--- src/pkg/swh_pkg.sv ---
/*
  Shared constants for the single-wire host controller: line timing in
  microseconds, the tick counts derived from it, frame numbering and the
  command and state encodings.
  Assumes one 100 MHz clock and a device that has just left reset in its fast mode.
*/
`default_nettype none

package swh_pkg;

  // Clock and timebase
  localparam int unsigned CLK_PERIOD_NS = 10;
  localparam int unsigned NS_PER_US = 1000;
  localparam int unsigned TICK_NS = 1000;
  localparam int unsigned TICK_CYC = TICK_NS / CLK_PERIOD_NS;
  localparam int unsigned TICK_W = 7;
  localparam logic [TICK_W-1:0] TICK_LAST = TICK_W'(TICK_CYC - 1);

  // Line times in microseconds (plain defaults, adjust per device grade)
  localparam int unsigned RESET_HS_US = 150;
  localparam int unsigned RESET_STD_US = 480;
  localparam int unsigned DISCHARGE_US = 600;
  localparam int unsigned RECOVERY_US = 10;
  localparam int unsigned DISC_REQ_US = 1;
  localparam int unsigned DISC_SAMPLE_US = 2;
  localparam int unsigned DISC_FRAME_US = 24;
  localparam int unsigned START_HIGH_US = 150;
  localparam int unsigned BIT_US = 12;
  localparam int unsigned LOW0_US = 8;
  localparam int unsigned LOW1_US = 1;
  localparam int unsigned RD_US = 1;
  localparam int unsigned MRS_US = 2;

  // Same times as tick counts of the elapsed-time counter
  localparam int unsigned EL_W = 10;
  localparam logic [EL_W-1:0] RESET_HS_T = EL_W'(RESET_HS_US * NS_PER_US / TICK_NS);
  localparam logic [EL_W-1:0] RESET_STD_T = EL_W'(RESET_STD_US * NS_PER_US / TICK_NS);
  localparam logic [EL_W-1:0] DISCHARGE_T = EL_W'(DISCHARGE_US * NS_PER_US / TICK_NS);
  localparam logic [EL_W-1:0] RECOVERY_T = EL_W'(RECOVERY_US * NS_PER_US / TICK_NS);
  localparam logic [EL_W-1:0] DISC_REQ_T = EL_W'(DISC_REQ_US * NS_PER_US / TICK_NS);
  localparam logic [EL_W-1:0] DISC_SAMPLE_T = EL_W'(DISC_SAMPLE_US * NS_PER_US / TICK_NS);
  localparam logic [EL_W-1:0] DISC_FRAME_T = EL_W'(DISC_FRAME_US * NS_PER_US / TICK_NS);
  localparam logic [EL_W-1:0] START_HIGH_T = EL_W'(START_HIGH_US * NS_PER_US / TICK_NS);
  localparam logic [EL_W-1:0] BIT_T = EL_W'(BIT_US * NS_PER_US / TICK_NS);
  localparam logic [EL_W-1:0] LOW0_T = EL_W'(LOW0_US * NS_PER_US / TICK_NS);
  localparam logic [EL_W-1:0] LOW1_T = EL_W'(LOW1_US * NS_PER_US / TICK_NS);
  localparam logic [EL_W-1:0] RD_T = EL_W'(RD_US * NS_PER_US / TICK_NS);
  localparam logic [EL_W-1:0] MRS_T = EL_W'(MRS_US * NS_PER_US / TICK_NS);

  // Byte framing: eight data frames then the answer frame
  localparam int unsigned BYTE_W = 8;
  localparam logic [3:0] FRAME_FIRST = 4'h0;
  localparam logic [3:0] FRAME_ACK = 4'h8;
  localparam int unsigned OPCODE_W = 4;

  // User commands
  typedef enum logic [1:0] {
    CMD_RESET = 2'h0,
    CMD_WRITE = 2'h1,
    CMD_READ = 2'h2,
    CMD_STOP = 2'h3
  } swh_cmd_e;

  // Controller states, Gray coded along reset, discovery, start, transfer
  typedef enum logic [2:0] {
    ST_IDLE = 3'h0,
    ST_RST = 3'h1,
    ST_RECOV = 3'h3,
    ST_DISC = 3'h2,
    ST_HIGH = 3'h6,
    ST_READY = 3'h7,
    ST_BIT = 3'h5
  } swh_state_e;

endpackage : swh_pkg
`default_nettype wire

--- src/verilog/swh_tick.sv ---
/*
  Microsecond timebase: a divider of the system clock that pulses once
  per microsecond and can be restarted so a timed phase starts aligned.
  Assumes the 100 MHz system clock and a synchronous reset.
*/
`timescale 1ns/1ps
`default_nettype none

module swh_tick (
  input wire logic i_mclk,
  input wire logic i_srst,
  input wire logic i_clr,
  output logic o_tick
);
  import swh_pkg::*;

  typedef struct packed {
    logic [TICK_W-1:0] cnt;
    logic tick;
  } swh_tick_s;

  swh_tick_s tk_q;
  swh_tick_s tk_d;

  // Restart wins so a phase never sees a stale partial microsecond
  always_comb begin
    tk_d = tk_q;
    tk_d.tick = 1'b0;
    if (i_clr) begin
      tk_d.cnt = '0;
    end else if (tk_q.cnt == TICK_LAST) begin
      tk_d.cnt = '0;
      tk_d.tick = 1'b1;
    end else begin
      tk_d.cnt = tk_q.cnt + TICK_W'(1);
    end
  end

  always_ff @(posedge i_mclk) begin
    if (i_srst) begin
      tk_q <= '0;
    end else begin
      tk_q <= tk_d;
    end
  end

  assign o_tick = tk_q.tick;

endmodule : swh_tick
`default_nettype wire

--- src/verilog/swh_host.sv ---
/*
  Bus master for a self-powered single-wire open-drain memory link: reset,
  discovery, start/stop and byte frames with the ninth answer frame.
  Assumes an external pull-up on the line and a tri-state pad driven from
  o_sio/o_sio_oe; the line level comes back on i_sio, synchronous to i_mclk.
*/
// Behaviour
// - Host opens every bit frame by pulling the line low.
// - Bytes are eight bits, shifted most significant bit first.
// - A ninth frame carries acknowledge or no-acknowledge from the receiver.
// - Data frames and answer frame follow back to back, no pause.
// - Top four address bits carry an opcode instead of the usual type code.
// - Idle device reset: hold line low at least the reset low time.
// - Possibly busy device: hold low the longer discharge time instead.
// - After reset release, wait recovery time before discovery request.
// - Discovery acknowledge must be obtained before any command.
// - Discovery request: host drives line low for the request time.
// - Host samples at discovery sample time; low means device present.
// - After discovery, line stays high the start time before first command.
// - Start and stop are both the line left high for the start time.
`timescale 1ns/1ps
`default_nettype none

module swh_host (
  input wire logic i_mclk,
  input wire logic i_srst,
  input wire logic i_cmd_valid,
  input wire swh_pkg::swh_cmd_e i_cmd,
  input wire logic [swh_pkg::BYTE_W-1:0] i_wdata,
  input wire logic i_rd_nack,
  input wire logic i_discharge,
  input wire logic i_std_speed,
  output logic o_cmd_ready,
  output logic o_done,
  output logic [swh_pkg::BYTE_W-1:0] o_rdata,
  output logic o_ack,
  output logic o_present,
  output logic o_online,
  input wire logic i_sio,
  output logic o_sio,
  output logic o_sio_oe
);
  import swh_pkg::*;

  typedef struct packed {
    swh_state_e st;
    logic [EL_W-1:0] el;
    logic clr;
    logic [3:0] bitn;
    logic rd;
    logic [BYTE_W-1:0] sh;
    logic [EL_W-1:0] lw;
    logic nack;
    logic online;
    logic present;
    logic ack_seen;
    logic [BYTE_W-1:0] rdata;
    logic done;
  } swh_host_s;

  swh_host_s q;
  swh_host_s d;
  logic tick;

  // True on the tick that completes n microseconds of the phase
  function automatic logic hit(input logic tk, input logic [EL_W-1:0] el,
                               input logic [EL_W-1:0] n);
    return tk && (el == n - EL_W'(1));
  endfunction : hit

  // Low time of a frame from its position, direction and bit value
  function automatic logic [EL_W-1:0] frame_low(input logic rd, input logic [3:0] bitn,
                                                input logic bit_v, input logic nack);
    if (bitn == FRAME_ACK) begin
      return rd ? (nack ? LOW1_T : LOW0_T) : RD_T;
    end
    return rd ? RD_T : (bit_v ? LOW1_T : LOW0_T);
  endfunction : frame_low

  // Reset low time by device state and speed
  function automatic logic [EL_W-1:0] reset_len(input logic dsch, input logic std);
    if (dsch) begin
      return DISCHARGE_T;
    end
    return std ? RESET_STD_T : RESET_HS_T;
  endfunction : reset_len

  swh_tick u_tick (
    .i_mclk(i_mclk),
    .i_srst(i_srst),
    .i_clr(q.clr),
    .o_tick(tick)
  );

  // Next-state logic; every timed phase restarts timebase and counter
  always_comb begin
    d = q;
    d.clr = 1'b0;
    d.done = 1'b0;
    if (tick) begin
      d.el = q.el + EL_W'(1);
    end
    case (q.st)
      ST_IDLE, ST_READY: begin
        if (i_cmd_valid && i_cmd == CMD_RESET) begin
          // hold low for the reset time
          d.st = ST_RST;
          d.lw = reset_len(i_discharge, i_std_speed);
          d.online = 1'b0;
          d.present = 1'b0;
          d.el = '0;
          d.clr = 1'b1;
        end else if (i_cmd_valid && q.st == ST_READY && i_cmd == CMD_STOP) begin
          d.st = ST_HIGH;
          d.el = '0;
          d.clr = 1'b1;
        end else if (i_cmd_valid && q.st == ST_READY) begin
          // first byte carries opcode in its top bits as given
          d.rd = (i_cmd == CMD_READ);
          d.nack = i_rd_nack;
          d.sh = i_wdata;
          d.bitn = FRAME_FIRST;
          d.lw = frame_low(i_cmd == CMD_READ, FRAME_FIRST, i_wdata[BYTE_W-1], i_rd_nack);
          d.st = ST_BIT;
          d.el = '0;
          d.clr = 1'b1;
        end
      end
      ST_RST: begin
        if (hit(tick, q.el, q.lw)) begin
          d.st = ST_RECOV;
          d.el = '0;
          d.clr = 1'b1;
        end
      end
      ST_RECOV: begin
        if (hit(tick, q.el, RECOVERY_T)) begin
          d.st = ST_DISC;
          d.el = '0;
          d.clr = 1'b1;
        end
      end
      ST_DISC: begin
        // device's low hold outlasts this sample
        if (hit(tick, q.el, DISC_SAMPLE_T)) begin
          d.present = ~i_sio;
        end
        if (hit(tick, q.el, DISC_FRAME_T)) begin
          d.st = ST_HIGH;
          d.el = '0;
          d.clr = 1'b1;
        end
      end
      ST_HIGH: begin
        // high time counts only while line is really high
        if (!i_sio) begin
          d.el = '0;
        end else if (hit(tick, q.el, START_HIGH_T)) begin
          // byte and stop commands accepted only after device answered
          d.online = q.present;
          d.st = q.present ? ST_READY : ST_IDLE;
          d.done = 1'b1;
        end
      end
      ST_BIT: begin
        if (hit(tick, q.el, MRS_T)) begin
          if (!q.rd && q.bitn == FRAME_ACK) begin
            d.ack_seen = ~i_sio;
          end else if (q.rd && q.bitn != FRAME_ACK) begin
            d.sh = {q.sh[BYTE_W-2:0], i_sio};
          end
        end
        if (hit(tick, q.el, BIT_T)) begin
          if (q.bitn == FRAME_ACK) begin
            d.st = ST_READY;
            d.done = 1'b1;
            if (q.rd) begin
              d.rdata = q.sh;
            end
          end else begin
            d.bitn = q.bitn + 4'h1;
            if (!q.rd) begin
              // next bit down toward the least significant
              d.sh = {q.sh[BYTE_W-2:0], 1'b0};
            end
            d.lw = frame_low(q.rd, q.bitn + 4'h1, q.sh[BYTE_W-2], q.nack);
            d.el = '0;
            d.clr = 1'b1;
          end
        end
      end
      default: begin
        d.st = ST_IDLE;
      end
    endcase
  end

  always_ff @(posedge i_mclk) begin
    if (i_srst) begin
      q <= '0;
    end else begin
      q <= d;
    end
  end

  // Line drive: only ever pulled low, released lets the pull-up win
  // each frame opens low; discovery request low
  assign o_sio = 1'b0;
  assign o_sio_oe = (q.st == ST_RST) || (q.st == ST_DISC && q.el < DISC_REQ_T) ||
                    (q.st == ST_BIT && q.el < q.lw);

  // User-side status
  assign o_cmd_ready = (q.st == ST_IDLE) || (q.st == ST_READY);
  assign o_done = q.done;
  assign o_rdata = q.rdata;
  assign o_ack = q.ack_seen;
  assign o_present = q.present;
  assign o_online = q.online;
endmodule : swh_host
`default_nettype wire

--- config.mk ---
export PLATFORM = sky130hd
export DESIGN_NAME = swh_host
export DESIGN_NICKNAME = d
export VERILOG_FILES = /design/src/pkg/swh_pkg.sv /design/src/verilog/swh_tick.sv /design/src/verilog/swh_host.sv
export SDC_FILE = /design/constraint.sdc
export NUM_CORES = 1
export LEC_CHECK = 0
export BUFFER_PORTS_ARGS = -buffer_cell sky130_fd_sc_hd__buf_4
export CELL_PAD_IN_SITES_DETAIL_PLACEMENT = 0
export CELL_PAD_IN_SITES_GLOBAL_PLACEMENT = 1
export CORE_MARGIN = 1
export CORE_UTILIZATION = 49
export DETAILED_ROUTE_END_ITERATION = 16
export PLACE_DENSITY = 0.83
export SYNTH_ARGS = -nofsm -noshare
export SYNTH_HDL_FRONTEND = slang
export SYNTH_SLANG_ARGS = --single-unit
export TNS_END_PERCENT = 1
--- constraint.sdc ---
create_clock -name i_mclk -period 6 [get_ports i_mclk]
set_input_delay 1.2 -clock i_mclk [delete_from_list [all_inputs] [get_ports i_mclk]]
set_output_delay 1.2 -clock i_mclk [all_outputs]
set_load 0.01 [all_outputs]
Word level (Yosys, flattened, before mapping)
Cells that the tools add are included.
{"block": "word_totals", "register_bits": 58, "latch_bits": 0, "mem_bits_rw": 0, "rom_bits": 0, "inputBits": 17, "output_inout_bits": 15, "word_cells": 150, "n_memories": 0}
{"block": "op_classes", "add_sub_neg": 4, "multipliers": 0, "n_div": 0, "n_lt_le_gt_ge": 2, "n_eq_ne": 34, "n_shift": 0, "muxes": 58, "bitwise_logic": 3, "reduce_logical": 34}
{"cell": "two-way mux 10 bit", "n": 7}
{"cell": "two-way mux 14 bit", "n": 5}
{"cell": "case mux 10 bit (6 select lines)", "n": 1}
{"cell": "two-way mux 18 bit", "n": 3}
{"cell": "two-way mux 38 bit", "n": 1}
{"cell": "case mux 18 bit (2 select lines)", "n": 1}
{"cell": "two-way mux 8 bit", "n": 4}
{"cell": "inequality test 2 bit (second input constant)", "n": 13}
{"cell": "two-way mux 24 bit", "n": 1}
{"cell": "two-way mux 4 bit", "n": 6}
{"cell": "== test 10 x 4 -> 1 bit (second input constant)", "n": 2}
{"cell": "case mux 3 bit (6 select lines)", "n": 1}
{"cell": "AND reduction 4 bit", "n": 4}
{"cell": "two-way mux 1 bit", "n": 15}
{"cell": "two-way mux 15 bit", "n": 1}
{"cell": "logical AND 1 bit", "n": 13}
{"cell": "two-way mux 13 bit", "n": 1}
{"cell": "two-way mux 3 bit", "n": 4}
{"cell": "adder 10 x 1 -> 10 bit (second input constant)", "n": 1}
{"cell": "== test 10 x 1 -> 1 bit (second input constant)", "n": 1}
{"cell": "== test 10 bit", "n": 1}
{"cell": "== test 10 x 5 -> 1 bit (second input constant)", "n": 1}
{"cell": "== test 10 x 8 -> 1 bit (second input constant)", "n": 1}
{"cell": "less-than comparator 10 x 1 -> 1 bit (second input constant)", "n": 1}
{"cell": "other kinds (29)", "n": 46}

Depth between registers and ports, before layout
{"block": "depth", "depth_word": 10, "mapped_depth": 10, "mapped_depth_nobuf": 8}

Modules after synthesis
Synthesis repeated with hierarchy kept, for this count alone.
{"block": "unflattened", "hier_cells": 426, "hier_area_um2": 3473.3}
{"mod": "swh_host", "n_inst": 1, "cells_per_inst": 391, "area_each_um2": 3139.3, "seq_area_each_um2": 960.9}
{"mod": "swh_tick", "n_inst": 1, "cells_per_inst": 35, "area_each_um2": 334.1, "seq_area_each_um2": 160.2}

Worst setup path after synthesis
Ideal clock, no wire load.
{"block": "synth_timing", "path_kind": "register to output", "startpoint": "reg q[15] (netlist name)", "endpoint": "out o_sio_oe", "t_arrival_ns": 1.797, "required_time_ns": 4.800, "setup_slack_ns": 3.003, "stages_incl_launch_ff": 10, "n_path_buf": 1, "path_cell_list": "dfxtp_1 -> buf_6 -> inv_1 -> ha_1 -> nor2b_1 -> o21a_1 -> o21a_1 -> o21a_1 -> o21a_1 -> o21ai_0"}
{"block": "synth_via", "elab_chain_len": 3}
{"item": "from (decl)", "line": "swh_host.sv:61", "text": "swh_host_s q;"}
{"item": "from (signal assigned)", "line": "swh_host.sv:200", "text": "q <= '0;"}
{"item": "from (signal assigned)", "line": "swh_host.sv:202", "text": "q <= d;"}
{"item": "less-than comparator 10 bit", "line": "swh_host.sv:210", "text": "(q.st == ST_BIT && q.el < q.lw);"}
{"item": "logical AND 1 bit", "line": "swh_host.sv:210"}
{"item": "logical OR 1 bit", "line": "swh_host.sv:209", "text": "assign o_sio_oe = (q.st == ST_RST) || (q.st == ST_DISC && q.el < DISC_REQ_T) ||"}
{"item": "to (decl)", "line": "swh_host.sv:41", "text": "output logic o_sio_oe"}
No other way between the ends.

Worst setup path in the final report
{"block": "layout_timing", "startpoint": "reg q[47] (netlist name)", "endpoint": "out o_sio_oe"}
{"block": "layout_via", "elab_chain_len": 4, "elab_cells_between_ends": 7, "cone_classes": "3 x eq/ne; 4 x reduce/logical"}
{"item": "== test 3 x 2 -> 1 bit", "line": "swh_host.sv:209"}
{"item": "logical AND 1 bit", "line": "swh_host.sv:209"}
{"item": "logical OR 1 bit", "line": "swh_host.sv:209"}
{"item": "logical OR 1 bit *", "line": "swh_host.sv:209"}
Every way passes the cells marked *; elsewhere a longest branch is shown, timed or not.

==> flow_metrics.tcl <==
set metrics [dict create \
    rsz0062_at_grt "no" \
    cp_slowest_cell "a2111oi_0" \
    peakVddDrop_uv 115 \
    worst_r2r_path_depth 8 \
    die_x_um 88.5 \
    vias 3131 \
    track_usage_pct 22.6 \
    start_util_pct 50.5 \
    h-tree-depth 2 \
    reg2reg_slack_ns 3.19 \
    critical_path.cell_chain "nand3b_1, a2111oi_0, nand2b_1, o21ai_0, buf_4" \
    cts_resized 0 \
    synth_top_area_share_pct 30.6 \
    yosys_most_used_dff "dfxtp_1" \
    finalSetupViolCount 0 \
    clock_skew_ns 0.00905 \
    startpoint "q[47]" \
    core_sq_um 7250 \
    ys_warn_count 0 \
    cp-start-kind "flop" \
    row_count 31 \
    required_ns 4.80 \
    layout-drive-gt1-share_pct 13.2 \
    cts.path.max_buffers 2 \
    wirelength_um 8500 \
    yosysUniqueCellTypes 66 \
    period_share_pct 61.4 \
    wl_per_cell_um 15.6 \
    grt_overflow_total 0 \
    cts_hold_buf 0 \
    die_area_sq_um 7820 \
    synth-seq-area-share_pct 30.6 \
    cellLeakagePower_nw 1.46 \
    antenna_found_initial 0 \
    grt_max_degree 43 \
    synthTopCellsByArea "dfxtp_1 (31%), mux2i_1 (6.8%), nor2_1 (6.5%), ha_1 (6.1%), a21oi_1 (3.8%)" \
    grt_pass1_wl_um 13700 \
    syn2layout_area_growth_pct 6.56 \
    first_iter_violations 203 \
    drv_cap 0 \
    end_kind "output port" \
    dp_cells 538 \
    worst-path-max-fanout 15 \
    syn_nets 478 \
    yosysTopAreaCell "dfxtp_1" \
    fmax_mhz 271 \
    yosys_register_bits 56 \
    r2r_start "q[15]" \
    hold_path_class "flop to flop" \
    ios 32 \
    relSlewSlack_pct 44.2 \
    clk_pin_slew_worst_paths_ns 0.10 \
    status "complete, no violations" \
    cts_root_buf "clkbuf_8" \
    dpl.hpwl_um 6280 \
    maxSlewViolCount 0 \
    cts_sinks 56 \
    grt_pass1_vias 2770 \
    dr.pass1.iters 4 \
    portBuffers 30 \
    p_per_area_nw_per_um2 214 \
    nets 481 \
    gp_congestion 0.963 \
    endpoint "o_sio_oe" \
    max_slew.worst_pin.slew_ns 0.834 \
    viasPerCell 5.73 \
    final_common_cell "nor2_1" \
    mostFrequentLayoutCells "nor2_1 (63), dfxtp_1 (56), nand2_1 (30), buf_4 (30), a21oi_1 (28)" \
    async_flop_share_pct 0 \
    fin_tns_setup_ns 0 \
    path_class "flop to output port" \
    route.detailed.drc 0 \
    ant_nets 0 \
    diodes 0 \
    netlist_area_sq_um 3660 \
    cpPeakStageDelay_ns 0.64 \
    cts_tree "built" \
    synth_cells 443 \
    cts_made_buffers 5 \
    min_period_ns 3.69 \
    r2r-end "q[37]" \
    synth_edf_count 0 \
    stdcell_count 546 \
    hold_violations 0 \
    post_cts_buffers 0 \
    clk_latency_ns 0.31 \
    die_h_um 88.5 \
    cp.arrival_ns 2.49 \
    avgSynthCellArea_sq_um 8.27 \
]
[power breakdown]
group / internal, mW / switching, mW
combinational: 0.101 / 0.124
clock: 0.0838 / 0.121
sequential: 0.383 / 0.0228
[worst max-delay path, delay by kind of cell (launching register included)]
kind / cells / cell delay (ns)
AO/OA/AOI/OAI: 2 / 0.83
AND/OR/NAND/NOR: 2 / 0.66
buffers and inverters: 1 / 0.15
flip-flops: 1 / 0.54
[cell usage after synthesis, drive strengths merged, types with 2 or more instances]
cell type  count
a211oi         2
a21o           5
a21oi         28
a221oi         4
a22oi          2
and3           8
and4bb         2
buf           23
clkbuf        11
dfxtp         56
ha            18
inv           13
mux2           3
mux2i         25
nand2         31
nand2b         5
nand3         18
nand3b         5
nand4          8
nand4b         2
nor2          64
nor2b          9
nor3          13
nor3b          3
nor4           4
nor4b          4
o2111ai        3
o211ai         2
o21a           5
o21ai         12
o221a          6
o22ai          3
or3            3
or4b           2
xnor2         14
xor2          10
[logic make-up (layout without fill, tap and decap cells)]
group,Yosys count,in the layout,share of synthesized area [%]
mux,28,28,7.76
flops,56,56,30.6
compound gates,82,82,15.6
fa+ha+maj,18,18,6.15
simple gates,187,187,27.4
xor+xnor,24,24,5.74
buf+inv,47,51,6.63
other cells,1,1,0.102
[final cells by class]
cell class              count  area, sq um
inverters                  13         48.8
well taps                  99          124
fillers                   718         3350
repair buffers             30          225
clock inverters             1         8.76
clock buffers               7         76.3
multi-input cells         340         2300
flip-flops and latches     56         1120
[stage by stage]
stage / utilization, % / setup slack [ns] / total power, mW / hold WS, ns / cell area (sq um)
after floorplan: - / 3.00 / 0.587 / 0.402 / 3660
after global placement: 52.6 / 2.68 / 0.638 / 0.408 / 3820
after detailed placement: 52.6 / 2.67 / 0.638 / 0.419 / 3820
after CTS: 53.8 / 2.30 / 0.841 / 0.434 / 3900
after global routing: 53.8 / 2.00 / 0.888 / 0.475 / 3900
final: 53.8 / 2.31 / 0.835 / 0.435 / 3900
[per-layer routing]
| layer | track usage (%) | part of all wire, % |
|---|---|---|
| met4 | 5.57 | 0.94 |
| met3 | 3.54 | 2.8 |
| met1 | 31.3 | 50 |
| met2 | 36.9 | 46 |
| met5 | 0 | 0 |
[sequential cells by signal, indices dropped and copies added (netlist names)]
signal and flops:
q 36, o_rdata 8, u_tick.tk_q 7, o_ack 1, o_done 1, o_online 1
o_present 1, u_tick.o_tick 1
[how the worst min path moves through the flow]
stage | start | cells past startpoint | end | slack (ns)
final | q[36] | 1 | u_tick.o_tick | 0.43
after global routing | q[36] | 1 | u_tick.o_tick | 0.48
after CTS | q[36] | 1 | u_tick.o_tick | 0.43
after detailed placement | q[36] | 1 | u_tick.o_tick | 0.42
after global placement | q[36] | 1 | u_tick.o_tick | 0.41
after floorplan | q[36] | 1 | u_tick.o_tick | 0.40
(Power assumes the default switching activity.)
